--- config.mk ---
export PLATFORM = sky130hd
export DESIGN_NAME = ddrio_top
export DESIGN_NICKNAME = d
export VERILOG_FILES = /design/src/rtl/ddrio_pkg.sv /design/src/rtl/ddrio_capture.sv /design/src/rtl/ddrio_top.sv
export SDC_FILE = /design/constraint.sdc
export NUM_CORES = 1
export LEC_CHECK = 0
export BUFFER_PORTS_ARGS = -buffer_cell sky130_fd_sc_hd__buf_2
export CORE_AREA = 2 2 39 41
export DETAILED_ROUTE_END_ITERATION = 6
export DIE_AREA = 0 0 41 43
export PLACE_DENSITY = 0.56
export SLEW_MARGIN = 15
export SYNTH_ARGS = -nofsm -noshare
export SYNTH_HDL_FRONTEND = slang
export SYNTH_HIERARCHICAL = 1
export SYNTH_SLANG_ARGS = --single-unit
--- constraint.sdc ---
create_clock -name CLK -period 1.2 [get_ports CLK]
set_clock_uncertainty 0.1 [all_clocks]
set_input_delay 0.24 -clock CLK [delete_from_list [all_inputs] [get_ports CLK]]
set_output_delay 0.24 -clock CLK [all_outputs]
set_load 0.005 [all_outputs]
--- src/rtl/ddrio_pkg.sv ---
// ddrio_pkg: constants shared by the double data rate pin logic
// assumes: one common clock, asynchronous active-high reset
package ddrio_pkg;

  // default width of each pin group
  localparam int DDRIO_WIDTH_DEF = 1;

  // values after reset
  localparam logic DDRIO_DATA_RST = 1'h0;
  localparam logic DDRIO_OE_RST   = 1'h0;

  // rising-edge cycles from a pad sample to the realigned output
  localparam int DDRIO_RX_LAT = 2;

endpackage

--- src/rtl/ddrio_capture.sv ---
// ddrio_capture: two-edge capture of a pad, realigned to the rising edge
// assumes: pad meets setup and hold around both clock edges
`timescale 1ns/10ps
module ddrio_capture
  import ddrio_pkg::*;
#(
  parameter int WIDTH = DDRIO_WIDTH_DEF
) (
  input  wire logic             clk,
  input  wire logic             reset,
  input  wire logic [WIDTH-1:0] pad_i,
  output logic      [WIDTH-1:0] rx_high_q,
  output logic      [WIDTH-1:0] rx_low_q
);

  logic [WIDTH-1:0] rise_q;
  logic [WIDTH-1:0] fall_q;

  // half sent while the clock is low
  always_ff @(posedge clk or posedge reset) begin
    if (reset) begin
      rise_q <= {WIDTH{DDRIO_DATA_RST}};
    end else begin
      rise_q <= pad_i;
    end
  end

  // half sent while the clock is high
  always_ff @(negedge clk or posedge reset) begin
    if (reset) begin
      fall_q <= {WIDTH{DDRIO_DATA_RST}};
    end else begin
      fall_q <= pad_i;
    end
  end

  // both halves moved onto the rising edge
  always_ff @(posedge clk or posedge reset) begin
    if (reset) begin
      rx_high_q <= {WIDTH{DDRIO_DATA_RST}};
      rx_low_q  <= {WIDTH{DDRIO_DATA_RST}};
    end else begin
      rx_high_q <= rise_q;
      rx_low_q  <= fall_q;
    end
  end

  AST_RISE_CAPTURE: assert property (
    @(posedge clk) disable iff (reset)
    $past(reset) == 1'b0 |-> rise_q == $past(pad_i))
    else $error("rising capture missed the pad value");

  AST_FALL_CAPTURE: assert property (
    @(negedge clk) disable iff (reset)
    $past(reset) == 1'b0 |-> fall_q == $past(pad_i))
    else $error("falling capture missed the pad value");

  AST_REALIGN: assert property (
    @(posedge clk) disable iff (reset)
    $past(reset) == 1'b0 && $past(reset, 2) == 1'b0
      |-> rx_high_q == $past(pad_i, DDRIO_RX_LAT)
      && rx_low_q == $past(fall_q))
    else $error("realigned halves do not follow the captures");

endmodule

--- src/rtl/ddrio_top.sv ---
// ddrio_top: double data rate input, output and bidirectional pin logic
// assumes: pins are resolved outside from the output and enable signals
//
// Operation
// - rising edge register captures the input pad
// - falling edge register captures the input pad
// - both halves re-registered on the rising edge
// - two output streams held in clocked registers
// - clock level selects between the output registers
// - high phase drives high register, low drives low
// - bidirectional pin combines capture and output paths
// - bidirectional pin driven only while enable set
`timescale 1ns/10ps
module ddrio_top
  import ddrio_pkg::*;
#(
  parameter int WIDTH = DDRIO_WIDTH_DEF
) (
  input  wire logic             CLK,
  input  wire logic             RESET,
  input  wire logic [WIDTH-1:0] DIN_PAD,
  output logic      [WIDTH-1:0] RX_HIGH,
  output logic      [WIDTH-1:0] RX_LOW,
  input  wire logic [WIDTH-1:0] TX_HIGH,
  input  wire logic [WIDTH-1:0] TX_LOW,
  output logic      [WIDTH-1:0] DOUT_PAD,
  input  wire logic [WIDTH-1:0] BIDI_I,
  output logic      [WIDTH-1:0] BIDI_O,
  output logic                  BIDI_OE,
  input  wire logic [WIDTH-1:0] BIDI_TX_HIGH,
  input  wire logic [WIDTH-1:0] BIDI_TX_LOW,
  input  wire logic             BIDI_TX_OE,
  output logic      [WIDTH-1:0] BIDI_RX_HIGH,
  output logic      [WIDTH-1:0] BIDI_RX_LOW
);

  logic [WIDTH-1:0] tx_h_q;
  logic [WIDTH-1:0] tx_l_q;
  logic [WIDTH-1:0] btx_h_q;
  logic [WIDTH-1:0] btx_l_q;
  logic             oe_q;

  // input-only pad
  ddrio_capture #(
    .WIDTH     (WIDTH)
  ) u_rx (
    .clk       (CLK),
    .reset     (RESET),
    .pad_i     (DIN_PAD),
    .rx_high_q (RX_HIGH),
    .rx_low_q  (RX_LOW)
  );

  // bidirectional pad, capture side
  ddrio_capture #(
    .WIDTH     (WIDTH)
  ) u_brx (
    .clk       (CLK),
    .reset     (RESET),
    .pad_i     (BIDI_I),
    .rx_high_q (BIDI_RX_HIGH),
    .rx_low_q  (BIDI_RX_LOW)
  );

  // output-only stream registers
  always_ff @(posedge CLK or posedge RESET) begin
    if (RESET) begin
      tx_h_q <= {WIDTH{DDRIO_DATA_RST}};
      tx_l_q <= {WIDTH{DDRIO_DATA_RST}};
    end else begin
      tx_h_q <= TX_HIGH;
      tx_l_q <= TX_LOW;
    end
  end

  // bidirectional stream registers
  always_ff @(posedge CLK or posedge RESET) begin
    if (RESET) begin
      btx_h_q <= {WIDTH{DDRIO_DATA_RST}};
      btx_l_q <= {WIDTH{DDRIO_DATA_RST}};
    end else begin
      btx_h_q <= BIDI_TX_HIGH;
      btx_l_q <= BIDI_TX_LOW;
    end
  end

  // tri-state control
  always_ff @(posedge CLK or posedge RESET) begin
    if (RESET) begin
      oe_q <= DDRIO_OE_RST;
    end else begin
      oe_q <= BIDI_TX_OE;
    end
  end

  // clock-phase multiplexers
  assign DOUT_PAD = CLK ? tx_h_q : tx_l_q;
  assign BIDI_O   = CLK ? btx_h_q : btx_l_q;
  assign BIDI_OE  = oe_q;

  AST_OUT_LOW_PHASE: assert property (
    @(posedge CLK) disable iff (RESET)
    DOUT_PAD == tx_l_q && BIDI_O == btx_l_q)
    else $error("low clock phase did not drive the low register");

  AST_OUT_HIGH_PHASE: assert property (
    @(negedge CLK) disable iff (RESET)
    DOUT_PAD == tx_h_q && BIDI_O == btx_h_q)
    else $error("high clock phase did not drive the high register");

  AST_OUT_STREAMS: assert property (
    @(posedge CLK) disable iff (RESET)
    $past(RESET) == 1'b0 |-> tx_h_q == $past(TX_HIGH)
      && tx_l_q == $past(TX_LOW))
    else $error("output registers did not take the streams");

  AST_OE_REG: assert property (
    @(posedge CLK) disable iff (RESET)
    $past(RESET) == 1'b0 |-> BIDI_OE == $past(BIDI_TX_OE))
    else $error("output enable not one cycle behind its request");

  AST_OE_HOLD: assert property (
    @(posedge CLK) disable iff (RESET)
    !BIDI_TX_OE ##1 !BIDI_TX_OE |-> !BIDI_OE ##1 !BIDI_OE)
    else $error("pin driven while enable withdrawn");

  AST_BIDI_RX: assert property (
    @(posedge CLK) disable iff (RESET)
    $past(RESET) == 1'b0 && $past(RESET, 2) == 1'b0
      |-> BIDI_RX_HIGH == $past(BIDI_I, 2))
    else $error("bidirectional capture does not follow the pad");

  AST_RX_HIGH: assert property (
    @(posedge CLK) disable iff (RESET)
    $past(RESET) == 1'b0 && $past(RESET, 2) == 1'b0
      |-> RX_HIGH == $past(DIN_PAD, 2))
    else $error("input high half wrong");

  AST_OUT_DELAY: assert property (
    @(negedge CLK) disable iff (RESET)
    DOUT_PAD == TX_HIGH || $past(TX_HIGH) == tx_h_q)
    else $error("high register not shown in high phase");

  // pad multiplexers against the streams taken one edge before
  AST_OUT_LOW_DELAY: assert property (
    @(posedge CLK) disable iff (RESET)
    $past(RESET) == 1'b0 |-> DOUT_PAD == $past(TX_LOW))
    else $error("low register not shown in low phase");

  AST_BIDI_LOW_DELAY: assert property (
    @(posedge CLK) disable iff (RESET)
    $past(RESET) == 1'b0 |-> BIDI_O == $past(BIDI_TX_LOW))
    else $error("bidirectional low half not shown in low phase");

  AST_BIDI_HIGH_DELAY: assert property (
    @(negedge CLK) disable iff (RESET)
    BIDI_O == BIDI_TX_HIGH || $past(BIDI_TX_HIGH) == btx_h_q)
    else $error("bidirectional high half not shown in high phase");

  AST_BIDI_STREAMS: assert property (
    @(posedge CLK) disable iff (RESET)
    $past(RESET) == 1'b0 |-> btx_h_q == $past(BIDI_TX_HIGH)
      && btx_l_q == $past(BIDI_TX_LOW))
    else $error("bidirectional registers did not take the streams");

  // capture paths: low half seen at the falling edge before
  AST_RX_LOW: assert property (
    @(negedge CLK) disable iff (RESET)
    $past(RESET) == 1'b0 |-> RX_LOW == $past(DIN_PAD))
    else $error("input low half wrong");

  AST_BIDI_RX_LOW: assert property (
    @(negedge CLK) disable iff (RESET)
    $past(RESET) == 1'b0 |-> BIDI_RX_LOW == $past(BIDI_I))
    else $error("bidirectional low half wrong");

  // enable edges follow the request by one rising edge
  AST_OE_ROSE: assert property (
    @(posedge CLK) disable iff (RESET)
    $rose(BIDI_OE) |-> $past(BIDI_TX_OE))
    else $error("pin drive started without a request");

  AST_OE_FELL: assert property (
    @(posedge CLK) disable iff (RESET)
    $fell(BIDI_OE) |-> !$past(BIDI_TX_OE))
    else $error("pin drive stopped while still requested");

  AST_OE_DRIVE: assert property (
    @(posedge CLK) disable iff (RESET)
    BIDI_TX_OE ##1 BIDI_TX_OE |-> BIDI_OE ##1 BIDI_OE)
    else $error("pin released while enable requested");

  AST_OE_STAYS_OFF: assert property (
    @(posedge CLK) disable iff (RESET)
    !BIDI_OE && !BIDI_TX_OE |=> !BIDI_OE)
    else $error("pin driven without a request");

  AST_OE_STAYS_ON: assert property (
    @(posedge CLK) disable iff (RESET)
    BIDI_OE && BIDI_TX_OE |=> BIDI_OE)
    else $error("pin drive dropped while requested");

  // state left by reset at the first rising edge after release
  AST_OE_AFTER_RESET: assert property (
    @(posedge CLK) disable iff (RESET)
    $past(RESET) |-> BIDI_OE == DDRIO_OE_RST)
    else $error("pin driven straight after reset");

  AST_OUT_AFTER_RESET: assert property (
    @(posedge CLK) disable iff (RESET)
    $past(RESET) |-> DOUT_PAD == {WIDTH{DDRIO_DATA_RST}}
      && BIDI_O == {WIDTH{DDRIO_DATA_RST}})
    else $error("output pads not at reset value after release");

  AST_RX_AFTER_RESET: assert property (
    @(posedge CLK) disable iff (RESET)
    $past(RESET) |-> RX_HIGH == {WIDTH{DDRIO_DATA_RST}}
      && RX_LOW == {WIDTH{DDRIO_DATA_RST}}
      && BIDI_RX_HIGH == {WIDTH{DDRIO_DATA_RST}}
      && BIDI_RX_LOW == {WIDTH{DDRIO_DATA_RST}})
    else $error("captured halves not at reset value after release");

endmodule

==> flow_metrics.py, run 1 <==
metrics = {
    "synthesis": {
        "seq_area_frac_synth_pct": 90.6,
        "synth-compound-area-share_pct": 0,
        "ys_ff_latch": 13,
        "synthCells": 18,
        "synth-simple-area-share_pct": 0,
        "synth-xor-area-share_pct": 0,
        "avgSynthCellArea_um2": 19.9,
        "yosysWarnings": 6,
        "syn-cell-area_um2": 359,
        "synthMuxAreaShare_pct": 6.27,
        "synth_top_family_by_area": "multiplexers",
        "synth_nets": 27,
        "synth.distinct_cells": 4,
        "synthAdderAreaFrac_pct": 0,
    },
    "sta": {
        "slew_viol_final": 0,
        "whs_ns": 0.199,
        "fin_ws_ns": -0.346,
        "grt_setup_unrepaired": "yes",
        "relSlewSlack_pct": 87.7,
        "setup_viol": 4,
        "finalHoldViolations": 0,
        "worst_slew_pin_slew_ns": 0.184,
    },
    "global_route": {
        "grt_max_degree": 8,
        "grt_pass1_wl_um": 1280,
        "antenna_found_initial": 0,
        "grt_pass1_vias": 355,
        "grt_usage_pct": 14.0,
        "grt.overflow.total": 0,
    },
    "floorplan": {
        "num_rows": 14,
        "die_h_um": 43,
        "dieArea_um2": 1760,
        "core_um2": 1380,
        "io_pins": 16,
        "start_util_pct": 25.9,
        "die_w_um": 41,
    },
    "worst_setup_path": {
        "crit_path_end_kind": "primary output",
        "cp_data_required_time_ns": 0.86,
        "path_cells": "buf_6, buf_6, mux2_4, buf_6",
        "worst_path_most_repeated_cell": "buf_6",
        "critPathSlowestCell": "mux2_4",
        "critPathKind": "clk -> out",
        "cp_max_fo": 2,
        "critPathArrivalTime_ns": 1.21,
        "start_kind": "clock port",
        "max_stage_delay_ns": 0.29,
    },
    "finish": {
        "fillCellCount": 141,
        "multi_input_area_um2": 26.3,
        "design_area_um2": 608,
        "n_antenna_cell": 0,
        "area.sequential_um2": 325,
        "layout-drive-gt1-share_pct": 49.0,
        "final_nets": 59,
        "final_common_cell": "buf_2",
        "final_cells": 65,
        "final_cell_mix": "buf_2, dfrtp_1, dlygate4sd3_1",
        "area_growth_syn_to_layout_pct": 69.3,
    },
    "job": {
        "max_cap_violations": 0,
    },
    "placed_design": {
        "place_area_um2": 454,
        "portBuffers": 15,
        "dp_slack_ns": -0.0974,
        "dpl.cell_count": 49,
        "dp_hpwl_um": 468,
        "gp_congestion": 0.521,
    },
    "pwr": {
        "p_comb_share_pct": 4.5,
        "netSwitchingPower_uw": 259,
        "cellLeakagePower_uw": 0.000310,
        "p_sw_share_pct": 21.9,
        "p_int_uw": 926,
        "seq_power_share_pct": 39.3,
        "ir_drop_v": 0.000940,
        "clkPwrFrac_pct": 56.2,
        "powerDensity_nw_per_um2": 1950,
    },
    "routing": {
        "ant_nets": 0,
        "drc": 0,
        "wl_um": 765,
        "firstDrtPassIters": 2,
        "wl_per_cell_um": 11.8,
        "via_per_inst": 4.03,
        "drt_iter0_markers": 6,
        "num_vias": 262,
    },
    "clocking": {
        "path_clk_slew_ns": 0.08,
        "cts_setup_buffers": 0,
        "clk_latency_ns": 0.39,
        "cts_tree": "done",
    },
    "run_status": {
        "violations": "negative setup slack",
        "status": "complete, but fails checks",
    },
    "worst_hold_path": {
        "hp-class": "in -> async",
    },
}
## per-stage QoR
step / TNS [ns] / total power, uW / util, %
after floorplan: 0 / 547 / -
after global placement: -0.195 / 600 / 32.8
after detailed placement: -0.213 / 603 / 32.8
after CTS: -0.853 / 1120 / 42.7
after global routing: -1.06 / 1270 / 43.9
final: -0.701 / 1190 / 43.9
## power by group through the flow
stage	registers (uW)	logic, uW	clock network (uW)
floorplan	475	7.23	64.8
global placement	474	31.2	94.4
detailed placement	475	33.7	94.4
CTS	467	53.8	595
global route	469	60.0	745
finish	466	53.2	666
## cells in the mapped netlist (all sizes together)
cell / count / share of area [%]
mux2: 2 / 6.3
inv: 3 / 3.1
dfrtp: 11 / 77
dfrtn: 2 / 14
## sequential cells by signal, indices dropped and copies added, names as in the netlist
register         count
BIDI_OE              1
btx_h_q              1
btx_l_q              1
tx_h_q               1
tx_l_q               1
u_brx/fall_q         1
u_brx/rise_q         1
u_brx/rx_high_q      1
u_brx/rx_low_q       1
u_rx/fall_q          1
u_rx/rise_q          1
u_rx/rx_high_q       1
u_rx/rx_low_q        1
## layer usage
layer  wire [um]  vias up  track usage, %
met2         407       21            18.1
li1            -      115               -
met4           8        0            16.0
met1         235      123            6.10
met3         113        3            19.4
met5           0        -               0
## cell type report
class	instances	area share, %
Clock buffer	10	13.2
Multi-Input combinational cell	2	4.32
Inverter	3	1.85
Tap cell	16	3.29
Timing Repair Buffer	21	23.9
Sequential cell	13	53.5
## worst max-delay path, delay by kind of cell
family / cells / cell delay, ns
buffers and inverters: 3 / 0.31
multiplexers: 1 / 0.29
## worst paths after layout
check | start | endpoint | slack [ns] | depth (start not counted)
setup / recovery | CLK | DOUT_PAD | -0.35 | 4
hold / removal | RESET | u_brx/rx_high_q$_DFF_PP0_ | 0.20 | 3
setup reg to reg | u_rx/fall_q$_DFF_NP0_ | u_rx/rx_low_q$_DFF_PP0_ | 0.04 | 0
hold reg to reg | u_rx/rise_q$_DFF_PP0_ | u_rx/rx_high_q$_DFF_PP0_ | 0.26 | 0
max in group asynchronous | RESET | u_rx/fall_q$_DFF_NP0_ | 0.15 | 3
min in group CLK | u_rx/rise_q$_DFF_PP0_ | u_rx/rx_high_q$_DFF_PP0_ | 0.26 | 0
## what timing repair did
action / 4_1_cts / 5_1_grt
endpoints found under the setup margin: 7 / 7
resized for setup: 0 / 6
hold buffers: 8 / 0
pin swaps: 0 / 0
hold endpoints to repair: 18 / 0
## cells by family (layout without fill, tap and decap cells)
logic type | count (synthesis) | count (layout)
DFF | 13 | 13
buffers and inverters | 3 | 34
muxes | 2 | 2
Note: power is estimated with default switching activity, not from simulation.
==> inputs of run 2 (changes only) <==
--- a/config.mk
+++ b/config.mk
@@ -5,11 +5,12 @@
 export SDC_FILE = /design/constraint.sdc
 export NUM_CORES = 1
 export LEC_CHECK = 0
-export BUFFER_PORTS_ARGS = -buffer_cell sky130_fd_sc_hd__buf_2
 export CORE_AREA = 2 2 39 41
+export CTS_CLUSTER_SIZE = 30
 export DETAILED_ROUTE_END_ITERATION = 6
 export DIE_AREA = 0 0 41 43
-export PLACE_DENSITY = 0.56
+export DONT_BUFFER_PORTS = 1
+export PLACE_DENSITY = 0.45
 export SLEW_MARGIN = 15
 export SYNTH_ARGS = -nofsm -noshare
 export SYNTH_HDL_FRONTEND = slang
==> run 2 against run 1 <==
  * The flow still finishes with violations (negative setup slack)
  * Wire length fell by 14%
  * Final cell count fell by 23%
  * Clock-buffer cell count fell by 2
  * Register-to-register slack barely moved
  * Critical path depth fell by 1
  * Combinational power fell by 44%
  * Global-route usage fell by 3.1 points
  * Utilization fell by 5.1 points
  * Hold slack got worse by 0.056 ns
  * Clock power rose by 2%
==> flow_metrics.py, run 2 (same netlist as run 1, synthesis figures left out) <==
metrics = {
    "finish": {
        "layout-drive-gt1-share_pct": 26.5,
        "final_nets": 44,
        "area_growth_syn_to_layout_pct": 49.8,
        "final_cell_mix": "dfrtp_1, dlygate4sd3_1, clkbuf_4",
        "fin_util_pct": 38.9,
        "design_area_um2": 538,
        "final_cells": 50,
        "final_common_cell": "dfrtp_1",
        "n_antenna_cell": 0,
    },
    "floorplan": {
        "num_rows": 14,
        "core_um2": 1380,
        "start_util_pct": 25.9,
        "dieArea_um2": 1760,
        "io_pins": 16,
        "die_h_um": 43,
        "die_w_um": 41,
    },
    "run_status": {
        "status": "complete, but fails checks",
        "violations": "negative setup slack",
    },
    "clocking": {
        "path_clk_slew_ns": 0.07,
        "cts_setup_buffers": 0,
        "clk_latency_ns": 0.38,
        "cts_tree": "done",
    },
    "routing": {
        "ant_nets": 0,
        "drc": 0,
        "wl_per_cell_um": 13.1,
        "drt_iter0_markers": 1,
        "wl_um": 655,
        "via_per_inst": 4.06,
        "firstDrtPassIters": 2,
        "num_vias": 203,
    },
    "placed_design": {
        "portBuffers": 0,
        "dpl.cell_count": 34,
        "gp_congestion": 0.606,
        "place_area_um2": 379,
        "dp_slack_ns": 0.00413,
        "dp_hpwl_um": 416,
    },
    "sta": {
        "fin_ws_ns": -0.240,
        "worst_slew_pin_slew_ns": 0.186,
        "grt_setup_unrepaired": "yes",
        "relSlewSlack_pct": 87.6,
        "setup_viol": 2,
        "slew_viol_final": 0,
        "finalHoldViolations": 0,
    },
    "worst_setup_path": {
        "critPathKind": "clk -> out",
        "cp_max_fo": 2,
        "critPathArrivalTime_ns": 1.10,
        "crit_path_end_kind": "primary output",
        "start_kind": "clock port",
        "cp_data_required_time_ns": 0.86,
    },
    "global_route": {
        "grt.overflow.total": 0,
        "grt_usage_pct": 10.9,
        "grt_pass1_wl_um": 993,
        "grt_max_degree": 8,
        "grt_pass1_vias": 283,
        "antenna_found_initial": 0,
    },
    "pwr": {
        "cellLeakagePower_uw": 0.000256,
        "powerDensity_nw_per_um2": 2190,
        "ir_drop_v": 0.000843,
    },
    "worst_hold_path": {
        "hp-class": "in -> async",
    },
    "job": {
        "max_cap_violations": 0,
    },
}
-- run 2: cell types whose count changed in the layout (fill, tap and decap cells not counted) --
cell	before	now
buf_2	14	0
buf_6	3	2
buf_8	0	1
clkbuf_4	5	4
mux2_2	1	0
mux2_4	1	2
-- run 2: layer usage --
layer / GRT usage, % / up-vias / share of wire (%)
met2: 14.4 / 16 / 61
li1: - / 85 / -
met5: 0 / - / 0
met4: 16.0 / 0 / 0
met1: 5.41 / 102 / 27
met3: 11.0 / 0 / 12
-- run 2: worst max-delay path, cell delays in order --
cell,delay [ns]
buf_8,0.10
buf_6,0.11
mux2_4,0.29
-- run 2: final timing paths --
check	start	end	slack, ns	cells after the start
worst max-delay path	CLK	BIDI_O	-0.24	3
worst min-delay path	RESET	u_rx/rx_low_q$_DFF_PP0_	0.14	2
worst max register to register	u_rx/fall_q$_DFF_NP0_	u_rx/rx_low_q$_DFF_PP0_	0.04	0
worst min register to register	u_rx/rise_q$_DFF_PP0_	u_rx/rx_high_q$_DFF_PP0_	0.26	0
max in group asynchronous	RESET	u_rx/fall_q$_DFF_NP0_	0.20	2
min in group CLK	u_rx/rise_q$_DFF_PP0_	u_rx/rx_high_q$_DFF_PP0_	0.26	0
-- run 2: area by class of cell --
class                   count  area (um^2)
fillers                   133          846
flip-flops and latches     13          325
repair buffers              8         80.1
clock buffers               8         71.3
multi-input cells           2         30.0
well taps                  16         20.0
inverters                   3         11.3
-- run 2: repair_timing --
item                                   in CTS  in global routing
endpoints found under the hold margin      20                  0
hold buffers                                8                  0
resized for setup                           0                  9
cloned                                      0                  0
setup endpoints to repair                   2                  2
-- run 2: where the power goes --
| part | total [uW] | switching (uW) | internal (uW) |
|---|---|---|---|
| Sequential | 469 | 8.83 | 461 |
| Clock | 681 | 230 | 451 |
| Combinational | 29.9 | 11.9 | 18.0 |
-- run 2: through the flow --
| step | power, uW | hold WS [ns] | setup TNS [ns] |
|---|---|---|---|
| detailed placement | 552 | -0.0778 | 0 |
| floorplan | 547 | -0.0939 | 0 |
| global route | 1270 | 0.140 | -0.504 |
| CTS | 1060 | 0.141 | -0.547 |
| global placement | 549 | -0.0872 | 0 |
| finish | 1180 | 0.144 | -0.476 |
